### config.mk
export PLATFORM = sky130hd
export DESIGN_NAME = tp_host_flat
export DESIGN_NICKNAME = d
export VERILOG_FILES = /design/src/include/tp_pkg.sv /design/src/include/tp_link_if.sv /design/src/rtl/tp_host.sv /design/src/flat_wrapper.sv
export SDC_FILE = /design/constraint.sdc
export NUM_CORES = 1
export LEC_CHECK = 0
export BUFFER_PORTS_ARGS = -buffer_cell sky130_fd_sc_hd__buf_2
export CAP_MARGIN = 20
export CORE_ASPECT_RATIO = 0.7
export CORE_MARGIN = 1.5
export CORE_UTILIZATION = 46
export CTS_CLUSTER_SIZE = 40
export DETAILED_ROUTE_END_ITERATION = 10
export PLACE_DENSITY = 0.67
export SETUP_SLACK_MARGIN = 0.5
export SLEW_MARGIN = 20
export SYNTH_ARGS = -nofsm -noshare
export SYNTH_HDL_FRONTEND = slang
export SYNTH_SLANG_ARGS = --single-unit
### constraint.sdc
create_clock -name mclk_in -period 1.9 [get_ports mclk_in]
set_input_delay 0.285 -clock mclk_in [delete_from_list [all_inputs] [get_ports mclk_in]]
set_output_delay 0.285 -clock mclk_in [all_outputs]
set_load 0.05 [all_outputs]
### src/include/tp_pkg.sv
`default_nettype none
package tp_pkg;
   // register map of the serial programming port (7-bit addresses)
   localparam logic [6:0]  ADDR_CFG      = 7'h01;
   localparam logic [6:0]  ADDR_CONTROL  = 7'h3c;
   localparam logic [6:0]  ADDR_VALUE    = 7'h3d;
   localparam logic [6:0]  ADDR_ALTERN   = 7'h3e;
   // field positions
   localparam int          HPM_FIRST_BIT = 1;
   localparam int          CTL_EN_BIT    = 15;
   localparam int          CTL_OFF_BIT   = 14;
   localparam int          PAT_MSB       = 13;
   localparam int          PAT_LSB       = 2;
   // reset values
   localparam logic [15:0] CFG_RST       = 16'h0002;
   localparam logic [15:0] PAT_RST       = 16'h0000;
   // serial frame: r/w bit, 7 address bits, 16 data bits
   localparam int          FRAME_BITS    = 24;
   // serial timing: 20 MHz max, so 25 ns per half period
   localparam int          CLK_MHZ       = 250;
   localparam int          SCLK_HALF_NS  = 25;
   localparam int          SCLK_HALF_CYC = (SCLK_HALF_NS * CLK_MHZ + 999) / 1000;
   // pattern register words
   localparam logic [15:0] W_CTL_ZERO    = 16'h8000;
   localparam logic [15:0] W_CTL_ONE     = 16'hbffc;
   localparam logic [15:0] W_VAL_ONE     = 16'h3ffc;
   localparam logic [15:0] W_CTL_AA      = 16'h9554;
   localparam logic [15:0] W_VAL_AA      = 16'h2aa8;
   localparam logic [15:0] W_ALT_55      = 16'h1554;
   localparam logic [15:0] W_ZERO        = 16'h0000;
   // pattern selections requested by the host user
   typedef enum logic [2:0] {
      MODE_NORMAL,
      MODE_ZEROS,
      MODE_ONES,
      MODE_TOG_AA,
      MODE_TOG_FF,
      MODE_CUSTOM
   } mode_e;
endpackage
`default_nettype wire

### src/include/tp_link_if.sv
`timescale 1ns/1ps
`default_nettype none
interface tp_link_if #(parameter int DW = 12);
   logic          sdenb_n;   // serial frame enable, low during a frame
   logic          sclk;      // serial clock, made by the host
   logic          sdio;      // serial data, host to device
   logic [DW-1:0] data_a;    // channel a output word
   logic [DW-1:0] data_b;    // channel b output word
   logic          dclk;      // output word clock
   modport dev  (input sdenb_n, sclk, sdio, output data_a, data_b, dclk);
   modport host (output sdenb_n, sclk, sdio, input data_a, data_b, dclk);
endinterface
`default_nettype wire

### src/rtl/tp_host.sv
`timescale 1ns/1ps
`default_nettype none
module tp_host
   import tp_pkg::*;
#(
   parameter int DW = 12
)(
   // clock and reset
   input  wire logic          mclk_in,
   input  wire logic          nrst_in,
   // pattern request
   input  wire logic          start_in,
   input  wire mode_e         mode_in,
   input  wire logic [DW-1:0] custom_in,
   input  wire logic [15:0]   cfg_in,
   output logic               busy_out,
   output logic               done_out,
   // received data check
   output logic [DW-1:0]      rx_word_out,
   output logic               rx_match_out,
   // link to the device
   tp_link_if.host            link
);

   // serial sequencer states
   typedef enum logic [2:0] {
      TX_IDLE,
      TX_START,
      TX_HIGH,
      TX_LOW,
      TX_END,
      TX_GAP
   } tx_e;

   // whole state of the host end
   typedef struct packed {
      tx_e          tx;       // sequencer state
      logic [3:0]   div;      // half-period divider
      logic [1:0]   step;     // which of the four writes
      logic [4:0]   bits;     // bits sent in this frame
      logic [23:0]  word;     // frame being shifted out
      mode_e        mode;     // latched request
      logic [DW-1:0] cust;    // latched custom pattern
      logic [15:0]  cfg;      // latched configuration word
      logic         sdenb_n;  // frame enable
      logic         sclk;     // serial clock
      logic         done;     // sequence finished pulse
      logic [DW-1:0] rx;      // captured channel a word
      logic         match;    // captured word is an expected one
   } host_s;

   host_s st_r;
   host_s st_nxt;

   // frame for a write step: config first, then the three pattern words
   function automatic logic [23:0] frame_of(input logic [1:0] s, input mode_e m,
                                            input logic [DW-1:0] c, input logic [15:0] g);
      logic [15:0] w;
      logic [6:0]  a;
      w = W_ZERO;
      a = ADDR_CFG;
      case (s)
         2'd0: begin
            // fast mode off for patterns, back on for normal output; other bits pass
            w                = g;
            w[HPM_FIRST_BIT] = (m == MODE_NORMAL);
         end
         2'd1: begin
            a = ADDR_CONTROL;
            case (m)
               MODE_ZEROS:  w = W_CTL_ZERO;
               MODE_ONES:   w = W_CTL_ONE;
               MODE_TOG_AA: w = W_CTL_AA;
               MODE_TOG_FF: w = W_CTL_ONE;
               MODE_CUSTOM: w = W_CTL_ZERO;
               default:     w = W_ZERO;
            endcase
         end
         2'd2: begin
            a = ADDR_VALUE;
            case (m)
               MODE_ONES:   w = W_VAL_ONE;
               MODE_TOG_AA: w = W_VAL_AA;
               MODE_CUSTOM: w = {2'b00, c, 2'b00};
               default:     w = W_ZERO;
            endcase
         end
         default: begin
            a = ADDR_ALTERN;
            case (m)
               MODE_ONES, MODE_TOG_FF: w = W_VAL_ONE;
               MODE_TOG_AA:            w = W_ALT_55;
               default:                w = W_ZERO;
            endcase
         end
      endcase
      frame_of = {1'b0, a, w};
   endfunction

   logic          tick;   // one half period elapsed
   logic [23:0]   f0;     // expected value word frame
   logic [23:0]   f1;     // expected alternate word frame

   // sequencer, divider and receive checker
   always_comb begin
      st_nxt      = st_r;
      st_nxt.done = 1'b0;
      tick        = (st_r.div == 4'(SCLK_HALF_CYC - 1));
      f0          = frame_of(2'd2, st_r.mode, st_r.cust, st_r.cfg);
      f1          = frame_of(2'd3, st_r.mode, st_r.cust, st_r.cfg);
      if (st_r.tx != TX_IDLE) begin
         st_nxt.div = tick ? 4'd0 : st_r.div + 4'd1;
      end
      case (st_r.tx)
         TX_IDLE: begin
            if (start_in) begin
               st_nxt.tx      = TX_START;
               st_nxt.mode    = mode_in;
               st_nxt.cust    = custom_in;
               st_nxt.cfg     = cfg_in;
               st_nxt.step    = 2'd0;
               st_nxt.word    = frame_of(2'd0, mode_in, custom_in, cfg_in);
               st_nxt.sdenb_n = 1'b0;
               st_nxt.div     = '0;
               st_nxt.bits    = '0;
            end
         end
         TX_START, TX_LOW: begin
            if (tick) begin
               st_nxt.tx   = TX_HIGH;
               st_nxt.sclk = 1'b1;
            end
         end
         TX_HIGH: begin
            if (tick) begin
               st_nxt.sclk = 1'b0;
               st_nxt.bits = st_r.bits + 5'd1;
               st_nxt.word = {st_r.word[22:0], 1'b0};
               st_nxt.tx   = (st_r.bits == 5'(FRAME_BITS - 1)) ? TX_END : TX_LOW;
            end
         end
         TX_END: begin
            if (tick) begin
               st_nxt.sdenb_n = 1'b1;
               st_nxt.tx      = TX_GAP;
            end
         end
         TX_GAP: begin
            // every sequence writes all three pattern registers
            if (tick) begin
               if (st_r.step == 2'd3) begin
                  st_nxt.tx   = TX_IDLE;
                  st_nxt.done = 1'b1;
               end else begin
                  st_nxt.step    = st_r.step + 2'd1;
                  st_nxt.word    = frame_of(st_r.step + 2'd1, st_r.mode, st_r.cust, st_r.cfg);
                  st_nxt.bits    = '0;
                  st_nxt.sdenb_n = 1'b0;
                  st_nxt.tx      = TX_START;
               end
            end
         end
         default: begin
            st_nxt.tx = TX_IDLE;
         end
      endcase
      // capture and compare against both pattern words
      st_nxt.rx    = link.data_a;
      st_nxt.match = (link.data_a == f0[PAT_MSB:PAT_LSB]) |
                     (link.data_a == f1[PAT_MSB:PAT_LSB]);
   end

   // state register
   always_ff @(posedge mclk_in or negedge nrst_in) begin
      if (!nrst_in) begin
         st_r.tx      <= TX_IDLE;
         st_r.div     <= '0;
         st_r.step    <= '0;
         st_r.bits    <= '0;
         st_r.word    <= '0;
         st_r.mode    <= MODE_NORMAL;
         st_r.cust    <= '0;
         st_r.cfg     <= CFG_RST;
         st_r.sdenb_n <= 1'b1;
         st_r.sclk    <= 1'b0;
         st_r.done    <= 1'b0;
         st_r.rx      <= '0;
         st_r.match   <= 1'b0;
      end else begin
         st_r <= st_nxt;
      end
   end

   assign link.sdenb_n = st_r.sdenb_n;
   assign link.sclk    = st_r.sclk;
   assign link.sdio    = st_r.word[23];
   assign busy_out     = (st_r.tx != TX_IDLE);
   assign done_out     = st_r.done;
   assign rx_word_out  = st_r.rx;
   assign rx_match_out = st_r.match;

endmodule // tp_host
`default_nettype wire

### src/flat_wrapper.sv
// flat-port wrapper written by rule: the top's interface ports become plain ports
module tp_host_flat import tp_pkg::*;
#(
   parameter int DW = 12
)
  (mclk_in, nrst_in, start_in, mode_in, custom_in, cfg_in, busy_out, done_out, rx_word_out, rx_match_out, link_sdenb_n, link_sclk, link_sdio, link_data_a, link_data_b, link_dclk);
  tp_link_if #(.DW(DW)) link_i ();
  input  wire logic mclk_in;
  input  wire logic nrst_in;
  input  wire logic start_in;
  input  wire mode_e mode_in;
  input  wire logic [DW-1:0] custom_in;
  input  wire logic [15:0] cfg_in;
  output logic busy_out;
  output logic done_out;
  output logic [DW-1:0] rx_word_out;
  output logic rx_match_out;
  output wire logic [$bits(link_i.sdenb_n)-1:0] link_sdenb_n;
  output wire logic [$bits(link_i.sclk)-1:0] link_sclk;
  output wire logic [$bits(link_i.sdio)-1:0] link_sdio;
  input wire logic [$bits(link_i.data_a)-1:0] link_data_a;
  input wire logic [$bits(link_i.data_b)-1:0] link_data_b;
  input wire logic [$bits(link_i.dclk)-1:0] link_dclk;
  assign link_sdenb_n = link_i.sdenb_n;
  assign link_sclk = link_i.sclk;
  assign link_sdio = link_i.sdio;
  assign link_i.data_a = link_data_a;
  assign link_i.data_b = link_data_b;
  assign link_i.dclk = link_dclk;
  tp_host #(.DW(DW)) u_core (.mclk_in(mclk_in), .nrst_in(nrst_in), .start_in(start_in), .mode_in(mode_in), .custom_in(custom_in), .cfg_in(cfg_in), .busy_out(busy_out), .done_out(done_out), .rx_word_out(rx_word_out), .rx_match_out(rx_match_out), .link(link_i));
endmodule
Word-level counts from Yosys, hierarchy flattened

Cells that the tools add are included.

Output and inout bits: 18
Input port bits: 59
Register bits after elaboration: 85

Eq/ne operators: 23
Bitwise gates (word level): 1
Add/subtract/negate cells: 3
Muxes and demuxes: 30
Reduce and logical (&&, ||, !) cells: 18

Operator list:

| cell                                                  | count |
|---|---|
| case mux 16 bit (3 select lines)                      | 2 |
| case mux 29 bit (3 select lines)                      | 1 |
| two-way mux 70 bit                                    | 1 |
| two-way mux 31 bit                                    | 2 |
| case mux 14 bit (3 select lines)                      | 1 |
| two-way mux 29 bit                                    | 1 |
| case mux 14 bit (2 select lines)                      | 1 |
| equality test 12 bit                                  | 2 |
| case mux 6 bit (3 select lines)                       | 1 |
| two-way mux 3 bit                                     | 5 |
| case mux 3 bit (5 select lines)                       | 1 |
| AND reduction 5 bit                                   | 3 |
| equality test 3 x 2 -> 1 bit, second input constant   | 4 |
| equality test 3 bit, second input constant            | 4 |
| two-way mux 4 bit                                     | 3 |
| zero test 3 bit                                       | 3 |
| nonzero test 3 bit                                    | 3 |
| two-way mux 1 bit                                     | 8 |
| inequality test 2 x 1 -> 1 bit, second input constant | 4 |
| equality test 3 x 1 -> 1 bit, second input constant   | 2 |
| OR reduction 2 bit                                    | 3 |
| adder 5 x 1 -> 5 bit, second input constant           | 1 |
| equality test 5 bit, second input constant            | 1 |
| adder 4 x 1 -> 4 bit, second input constant           | 1 |
| 14 further kinds                                      | 17 |

Longest topological paths before layout

Gate-level depths: netlist (run 1).

Depth in word-level cells: 7
Mapped depth: 8

Worst setup path before layout (run 1)

No wires, ideal clock.

Path kind: register to register
Start point: reg u_core.st_r[82] in the netlist's numbering
End point: reg u_core.st_r[79] in the netlist's numbering
Slack: 31 ps
Setup time: 79 ps
Data required time: 1821 ps
Period minus slack after synthesis: 1869 ps
Arrival: 1790 ps
Buffers on the path: 2
Cell stages (with the launch flop): 8
Cell sequence: dfrtp_1 -> buf_2 -> nor2_1 -> buf_2 -> nand2_1 -> nor2_1 -> a21oi_1 -> mux2i_1

RTL lines:

| item                   | line           | text |
|---|---|---|
| from (decl)            | tp_host.sv:52  | `host_s st_r;` |
| from (signal assigned) | tp_host.sv:190 | `st_r <= st_nxt;` |

Final worst setup path (run 1)

Start point: reg u_core.st_r[82] in the netlist's numbering
End point: reg u_core.st_r[51] in the netlist's numbering

Word-level cells in the longest chain between the ends: 3
Elaborated cells on any way between the ends: 10
Classes of those cells: eq/ne (6); mux (1); reduce/logical (3)

Ends and longest elaborated chain:

| item                                                             | line           | text |
|---|---|---|
| equality test 3 bit (tied with other cells)                      | tp_host.sv:114 | `case (st_r.tx)` |
| inequality test 2 x 1 -> 1 bit (no line) (tied with other cells) | --             |  |
| AND reduction 5 bit (no line)                                    | --             |  |

Parallel ways exist; a longest one is shown, timed or not.
A chain may end at the register's enable or synchronous reset.

==> impl_metrics.yaml, run 1 <==
worst_hold_path:
  hold_end: "u_core.rx_word_out[4]"
  hold_path.class: "in -> reg"
  holdPathStages: 1
  min_from: "link_data_a[4]"
routing:
  drtIter0Drc: 394
  postRouteWirelength_mm: 13.09
  viasPerCell: 6.070
  wl_per_cell_microns: 19.42
  route.detailed.drc: 0
  antenna_left: 0
  vias: 4091
  dr.pass1.iters: 5
synth:
  synth_cell_types: 61
  yosys_warnings: 0
  synth.yosys.seq_area_share_pct: 46.70
  synth_common_cells: "dfrtp_1 (82), nor2_1 (53), a21oi_1 (52), nand2_1 (36), mux2_2 (28)"
  synth-seq-cells: 83
  synth_top_area_share_pct: 46.11
  synth_area_sq_um: 4451
  ys.flop_type: "dfrtp_1"
  yosysMostFrequentCell: "dfrtp_1"
  synthArstFlopShare_pct: 100.0
  yosysTopAreaCell: "dfrtp_1"
  ys_top_cells_by_area: "dfrtp_1 (46%), mux2_2 (7.1%), a21oi_1 (5.8%)"
  synth_edf_count: 0
  synth_nets: 523
  avgSynthCellArea_sq_um: 9.717
  syn_inst: 458
critical_path:
  r2r_end: "u_core.st_r[51]"
  crit_chain: "or3b_4 -> o31a_1 -> o21ai_4 -> buf_12 -> buf_12 -> nor2_1 -> a31oi_1"
  worstPathRequired_ns: 2.16
  cp.arrival_ns: 2.02
  slowest_stage: "or3b_4"
  timing.reg2reg.setup_slack_ns: 0.14
  cp-start-kind: "flip-flop"
  endpoint_kind: "flip-flop"
  path_max_fanout: 8
  crit_family: "compound AO/OA/AOI/OAI gates"
  worst-path-buf-inv: 2
  critical_path_class: "reg -> reg"
  max_stage_delay_ns: 0.44
  r2r_start: "u_core.st_r[82]"
  reg2regPathDepth: 7
  crit_path_frequent_cell: "buf_12"
floorplan:
  initial_core_util_pct: 48.29
  rows: 29
  boundaryPins: 77
  die_x_microns: 120.6
  die_h_microns: 85.30
  core_sq_um: 9216
  dieArea_sq_um: 10280
clock_network:
  clock_latency_ns: 0.34
  cts.sinks: 83
  htree_levels: 3
  cts.reportedPaths.clkPinSlew_ns: 0.06
  tritoncts: "done"
  numCtsBuffers: 9
  clockRootBuffer: "clkbuf_16"
  cts.path.max_buffers: 2
power_and_ir_drop:
  peakVddDrop_mv: 0.6796
  power_density_nw_per_um2: 1588
  seq_power_share_pct: 31.6
  power.switching_w: 0.003503
  internal_power_w: 0.005868
  p_sw_share_pct: 37.38
  p_comb_share_pct: 48.5
  clkPwrFrac_pct: 19.9
  p_leak_nw: 2.611
sta:
  worstMarginPinSlew_ns: 0.4117
  grt_setup_unrepaired: "yes"
  drv_slew: 0
  max_freq_ghz: 0.5691
  skew_ns: 0.008465
  setup_viol: 0
  fin_crit_sh_pct: 92.48
  maxSlewHeadroom_pct: 71.84
  final_hold_viol_count: 0
  fin_ws_ns: 0.1428
  fin_tns_setup_ns: 0
  period_needed_ns: 1.757
cells_and_area:
  final_area_sq_um: 5903
  area_growth_pct: 32.64
  drive_gt1_share_pct: 37.82
  insertedDiodeCount: 0
  nets: 610
  fill_cells: 751
placed_design:
  hpwl_mm: 8.502
  place_area_sq_um: 5095
  place_ws_ns: 0.09338
  gp_congestion: 0.8750
  port_buffers: 62
global_routing:
  antenna_found_initial: 0
  grt_pass1_wl_mm: 20.97
  grt_pass1_vias: 3781
  grt_max_degree: 36
  grt_usage_pct: 26.57
  overflow: 0
status:
  status: "complete, no violations"
run:
  cap_violations: 0
layout by cell type (no fill, tap or decap), types with 6 or more instances in the layout:
master and n:
a21oi_1 48, dfrtp_1 77, nor2_1 44, buf_12 7, nand4_1 7, buf_6 6, o21ai_1 12, inv_1 7
or3_1 6, o21ai_0 12, mux2_4 28, clkbuf_16 9, xor2_1 6, nand3_1 10, o32a_1 6, a221oi_1 6
a31oi_1 9, buf_4 38, buf_2 59, nand2_1 33
cell families (layout without fill, tap and decap cells):
logic type,count (synthesis),after routing,share of synthesized area (%)
muxes,30,30,7.534
buffers and inverters,49,141,5.848
AOI/OAI and AO/OA,130,130,18.61
xor gates and xnor gates,8,8,1.574
adders and majority gates,6,6,1.687
and+or+nand+nor,152,152,18.05
DFF,83,83,46.70
through the flow:
step	power (W)	std cells	hold slack [ns]	util (%)
global route	0.009837	674	0.09160	64.05
CTS	0.009125	666	0.09042	62.87
floorplan	0.005545	458	-0.01059	-
global placement	0.006369	629	0.2452	55.28
detailed placement	0.006497	629	0.2540	55.28
finish	0.009372	674	0.09860	64.05
power groups by stage:
| stage | clock network (W) | registers (W) | logic (W) |
|---|---|---|---|
| detailed placement | 0 | 0.00292 | 0.00358 |
| CTS | 0.00189 | 0.00292 | 0.00431 |
| floorplan | 0 | 0.00278 | 0.00276 |
| finish | 0.00186 | 0.00296 | 0.00455 |
| global placement | 0 | 0.00290 | 0.00347 |
| global route | 0.00196 | 0.00301 | 0.00486 |
timing repair:
action                                  4_1_cts  5_1_grt
endpoints found under the setup margin       69       67
hold buffers                                  1        0
hold endpoints to repair                     31        0
pin swaps                                    10        5
gates resized for setup                      40       13
buffers inserted                             15        8
gates cloned                                  5        0
worst reg2reg max path: stages, from the launching register on:
cell     delay (ns)
dfrtp_1        0.40
or3b_4         0.44
o31a_1         0.17
o21ai_4        0.21
buf_12         0.14
buf_12         0.12
nor2_1         0.04
a31oi_1        0.15
layer usage:
layer  track usage (%)  routed length (microns)  share of wire, %  vias to the layer above
met1             41.25                     6326                48                     2032
met4             6.631                      211               1.6                        0
met2             36.67                     5443                42                      204
met5                 0                        0                 0                        -
met3             6.586                     1109               8.5                       21
li1                  -                        -                 -                     1834
state kept, by name, indices dropped and copies added, names as in the netlist:
| signal | cells |
|---|---|
| u_core.done_out | 1 |
| u_core.rx_word_out | 12 |
| u_core.st_r | 66 |
| u_core.link.sdenb_n | 1 |
| u_core.rx_match_out | 1 |
| u_core.link.sclk | 1 |
| u_core.link.sdio | 1 |
area by class of cell:
| cell class | instances | area, sq um | share of cell area [%] |
|---|---|---|---|
| multi-input combinational | 326 | 2376 | 40.25 |
| sequential | 83 | 2085 | 35.31 |
| clock buffer | 12 | 236.5 | 4.006 |
| clock inverter | 4 | 75.07 | 1.272 |
| inverter | 7 | 26.28 | 0.4451 |
| tap | 124 | 155.1 | 2.628 |
| timing repair buffer | 118 | 949.7 | 16.09 |
how the worst max path moves through the flow:
stage,from,endpoint,slack [ns],cells past startpoint
detailed placement,u_core.st_r[45],u_core.st_r[56],0.09,5
global route,u_core.st_r[77],u_core.st_r[55],0.04,6
CTS,u_core.st_r[82],u_core.st_r[75],0.16,7
finish,u_core.st_r[82],u_core.st_r[51],0.14,7
floorplan,u_core.st_r[76],u_core.st_r[57],0.23,7
global placement,u_core.st_r[45],u_core.st_r[56],0.14,5
(Power assumes the default switching activity.)
==> run 2: changes to the inputs <==
- RECOVER_POWER: unset -> 25
==> run 2 against run 1 <==
Compared with the run above:
- clock power hardly changed
- sequential power is essentially flat
- sequential share of layout area rose by 0.11 points
- worst hold slack better by 0.019 ns
- critical path depth unchanged
- critical endpoint unchanged
- first-iteration DRC count rose by 3.8%
- worst setup slack worse by 0.0036 ns
- non-clock buffer count is the same
- register-to-register slack is essentially flat
- via count shrank 0.54%
==> impl_metrics.yaml, run 2 (synthesis gave the netlist of run 1 again) <==
cells_and_area:
  fill_cells: 757
  multiInputGateArea_sq_um: 2376
  fin_cells: 674
  regMostFlops: "u_core.st_r"
  nets: 610
  final_cell_mix: "dfrtp_1 (77), a21oi_1 (48), buf_2 (47), nor2_1 (44), buf_4 (37)"
  drive_gt1_share_pct: 35.64
  largest_reg_flops: 66
  final_common_cell: "dfrtp_1"
  final_area_sq_um: 5886
  area_growth_pct: 32.25
  insertedDiodeCount: 0
  regArea_sq_um: 2085
placed_design:
  hpwl_mm: 8.502
  gp_congestion: 0.8750
  dp.cells: 629
  port_buffers: 62
  place_area_sq_um: 5095
clock_network:
  htree_levels: 3
  clock_latency_ns: 0.34
  cts.reportedPaths.clkPinSlew_ns: 0.06
  cts.sinks: 83
  tritoncts: "done"
  cts.path.max_buffers: 2
  clockRootBuffer: "clkbuf_16"
  numCtsBuffers: 9
sta:
  fin_tns_setup_ns: 0
  drv_slew: 0
  maxSlewHeadroom_pct: 43.79
  fin_crit_sh_pct: 92.68
  skew_ns: 0.008421
  setup_viol: 0
  period_needed_ns: 1.761
  final_hold_viol_count: 0
  grt_setup_unrepaired: "yes"
  worstMarginPinSlew_ns: 0.8431
  max_freq_ghz: 0.5679
critical_path:
  cp-start-kind: "flip-flop"
  worstPathRequired_ns: 2.16
  reg2regPathDepth: 7
  startpoint: "u_core.st_r[82]"
  endpoint_kind: "flip-flop"
  r2r_start: "u_core.st_r[82]"
  critical_path_class: "reg -> reg"
  r2r_end: "u_core.st_r[51]"
  cp.arrival_ns: 2.02
  path_max_fanout: 8
  timing.reg2reg.setup_slack_ns: 0.14
power_and_ir_drop:
  power_density_nw_per_um2: 1593
  p_leak_nw: 2.577
  peakVddDrop_mv: 0.6795
global_routing:
  overflow: 0
  grt_pass1_vias: 3781
  grt_pass1_wl_mm: 20.97
  antenna_found_initial: 0
  grt_usage_pct: 26.57
  grt_max_degree: 36
floorplan:
  dieArea_sq_um: 10280
  boundaryPins: 77
  die_x_microns: 120.6
  initial_core_util_pct: 48.29
  die_h_microns: 85.30
  rows: 29
  core_sq_um: 9216
worst_hold_path:
  holdPathStages: 1
  hold_end: "u_core.rx_word_out[4]"
  hold_path.class: "in -> reg"
  min_from: "link_data_a[4]"
routing:
  postRouteWirelength_mm: 13.13
  dr.pass1.iters: 6
  drtIter0Drc: 409
  wl_per_cell_microns: 19.47
  viasPerCell: 6.037
  antenna_left: 0
  route.detailed.drc: 0
  vias: 4069
run:
  cap_violations: 0
status:
  status: "complete, no violations"
run 2: cell type report:
class / instances / share of cell area [%]
clock buffer: 12 / 4.018
clock inverter: 4 / 1.276
inverter: 7 / 0.4464
multi-input combinational: 326 / 40.37
sequential: 83 / 35.42
tap: 124 / 2.636
timing repair buffer: 118 / 15.84
run 2: power breakdown:
part	leakage [nW]	total, W	internal, W	switching [W]
clock network	0.143	0.00187	0.00115	0.000714
logic	1.43	0.00455	0.00231	0.00224
registers	1.01	0.00296	0.00241	0.000556
run 2: worst max path at each step:
stage	endpoint	slack, ns
final	u_core.st_r[51]	0.14
after global routing	u_core.st_r[55]	0.04
after CTS	u_core.st_r[75]	0.16
after detailed placement	u_core.st_r[56]	0.09
after global placement	u_core.st_r[56]	0.14
after floorplan	u_core.st_r[57]	0.23
run 2: per-layer routing:
layer	vias up	track usage, %	routed length, microns
met5	-	0	0
met4	0	6.631	211
met3	21	6.586	1069
met2	188	36.67	5484
met1	2024	41.25	6360
li1	1836	-	-
run 2: critical path: stages (launching register included):
cell	delay, ns
dfrtp_1	0.40
or3b_4	0.44
o31a_1	0.17
o21ai_4	0.21
buf_12	0.14
buf_12	0.12
nor2_1	0.04
a31oi_1	0.15
run 2: timing repair:
item,in CTS,in global routing
hold buffers,1,0
endpoints found under the setup margin,69,67
pin swaps,10,5
setup buffers,15,8
resized for setup,40,13
hold endpoints to repair,31,0
gates cloned,5,0
run 2: through the flow:
stage	hold WS, ns	total power, W	util, %	worst slack [ns]
6_report	0.1180	0.009376	63.86	0.1391
5_1_grt	0.1123	0.009832	63.86	0.03831
4_1_cts	0.09042	0.009125	62.87	0.1633
3_5_place_dp	0.2540	0.006497	55.28	0.09338
3_3_place_gp	0.2452	0.006369	55.28	0.1413
2_1_floorplan	-0.01059	0.005545	-	0.2340
==> run 3: changes to the inputs <==
- CORE_ASPECT_RATIO: 0.7 -> unset
==> run 3 against run 2 <==
Compared with the run above:
- worst setup slack got worse by 0.010 ns
- clock-buffer cell count is 1 lower
- sequential cell count unchanged
- worst hold slack worse by 0.013 ns
==> impl_metrics.yaml, run 3 (synthesis gave the netlist of run 1 again) <==
cells_and_area:
  regMostFlops: "u_core.st_r"
  nets: 617
  final_cell_mix: "dfrtp_1 (77), a21oi_1 (52), nor2_1 (48), buf_2 (47), buf_4 (40)"
  final_common_cell: "dfrtp_1"
  area_growth_pct: 34.78
  insertedDiodeCount: 0
  drive_gt1_share_pct: 37.23
  largest_reg_flops: 66
  utilization_pct: 64.31
floorplan:
  die_x_microns: 101.4
  rows: 35
  die_h_microns: 101.4
  boundaryPins: 77
  initial_core_util_pct: 47.71
  dieArea_sq_um: 10270
  core_sq_um: 9328
routing:
  route.detailed.drc: 0
  dr.pass1.iters: 5
  viasPerCell: 5.819
  wl_per_cell_microns: 17.73
  wl_met2_mm: 6.202
  met1Wirelength_mm: 5.159
  highest_layer: "met4"
  drtIter0Drc: 290
  postRouteWirelength_mm: 12.14
  met3RoutedLength_microns: 583
  antenna_left: 0
  vias: 3986
clock_network:
  tritoncts: "done"
  cts.reportedPaths.clkPinSlew_ns: 0.08
  cts.path.max_buffers: 2
  htree_levels: 3
  cts.sinks: 83
  clockRootBuffer: "clkbuf_8"
  clock_latency_ns: 0.36
  numCtsBuffers: 9
global_routing:
  grt_pass1_wl_mm: 18.70
  overflow: 0
  grt_pass1_vias: 3811
  grt_max_degree: 31
  grt_usage_pct: 23.51
  antenna_found_initial: 0
worst_hold_path:
  hold_path.class: "in -> reg"
  holdPathStages: 1
power_and_ir_drop:
  power_density_nw_per_um2: 1514
  total_power_w: 0.009079
  peakVddDrop_mv: 0.7566
  p_leak_nw: 2.622
sta:
  max_freq_ghz: 0.5646
  grt_setup_unrepaired: "yes"
  maxSlewHeadroom_pct: 23.62
  period_needed_ns: 1.771
  holdWs_ns: 0.1052
  drv_slew: 0
  worstMarginPinSlew_ns: 1.146
  skew_ns: 0.01098
  fin_crit_sh_pct: 93.22
  setup_viol: 0
  fin_tns_setup_ns: 0
  final_hold_viol_count: 0
placed_design:
  hpwl_mm: 7.767
  gp_congestion: 0.8914
  port_buffers: 62
run:
  cap_violations: 0
critical_path:
  endpoint_kind: "flip-flop"
  cp.arrival_ns: 2.02
  cp-start-kind: "flip-flop"
  reg2regPathDepth: 6
  path_max_fanout: 6
  critical_path_class: "reg -> reg"
  worstPathRequired_ns: 2.15
status:
  status: "complete, no violations"
-- run 3: worst max-delay path, stage by stage, from the launching register on --
cell	delay, ns
dfrtp_1	0.43
inv_1	0.13
ha_1	0.24
a31o_2	0.34
a221oi_2	0.23
o32a_1	0.21
a21oi_1	0.07
-- run 3: layout make-up --
type	count	area (sq um)
Tap cell	129	161.4
Clock inverter	4	97.59
Multi-Input combinational cell	326	2457
Inverter	7	26.28
Fill cell	731	3329
Clock buffer	11	151.4
Sequential cell	83	2085
Timing Repair Buffer	125	1020
-- run 3: per-stage QoR --
step | instance area (sq um) | setup slack, ns | cells
floorplan | 4668 | 0.2340 | 458
global placement | 5101 | 0.1375 | 634
detailed placement | 5101 | 0.07936 | 634
CTS | 5660 | 0.1997 | 669
global route | 5998 | 0.08237 | 685
finish | 5998 | 0.1289 | 685
-- run 3: per-layer routing --
metal,vias to the layer above,GRT usage [%]
met2,160,41.15
met5,-,0
li1,1842,-
met3,23,3.451
met4,0,8.440
met1,1961,29.67
-- run 3: path summary, 6_finish.rpt --
path / start / endpoint / slack, ns
worst min register to register: u_core.st_r[65] / u_core.st_r[65] / 0.50
worst max register to register: u_core.st_r[77] / u_core.st_r[54] / 0.13
worst max-delay path: u_core.st_r[77] / u_core.st_r[54] / 0.13
max in group asynchronous: nrst_in / u_core.st_r[23] / 0.38
worst min-delay path: link_data_a[7] / u_core.rx_word_out[7] / 0.11
min in group asynchronous: nrst_in / u_core.st_r[40] / 0.67
-- run 3: power breakdown --
part           total, W  internal [W]  leakage (nW)  switching, W
sequential      0.00286       0.00240          1.01      0.000461
combinational   0.00465       0.00240          1.49       0.00225
clock           0.00157      0.000937         0.122      0.000631
-- run 3: timing repair --
item                                   CTS  global route
hold buffers                             1             0
gates cloned                             4             3
buffers inserted                        15            13
pin swaps                               12            11
gates resized for setup                 24            39
setup endpoints to repair               68            67
endpoints found under the hold margin   18             0
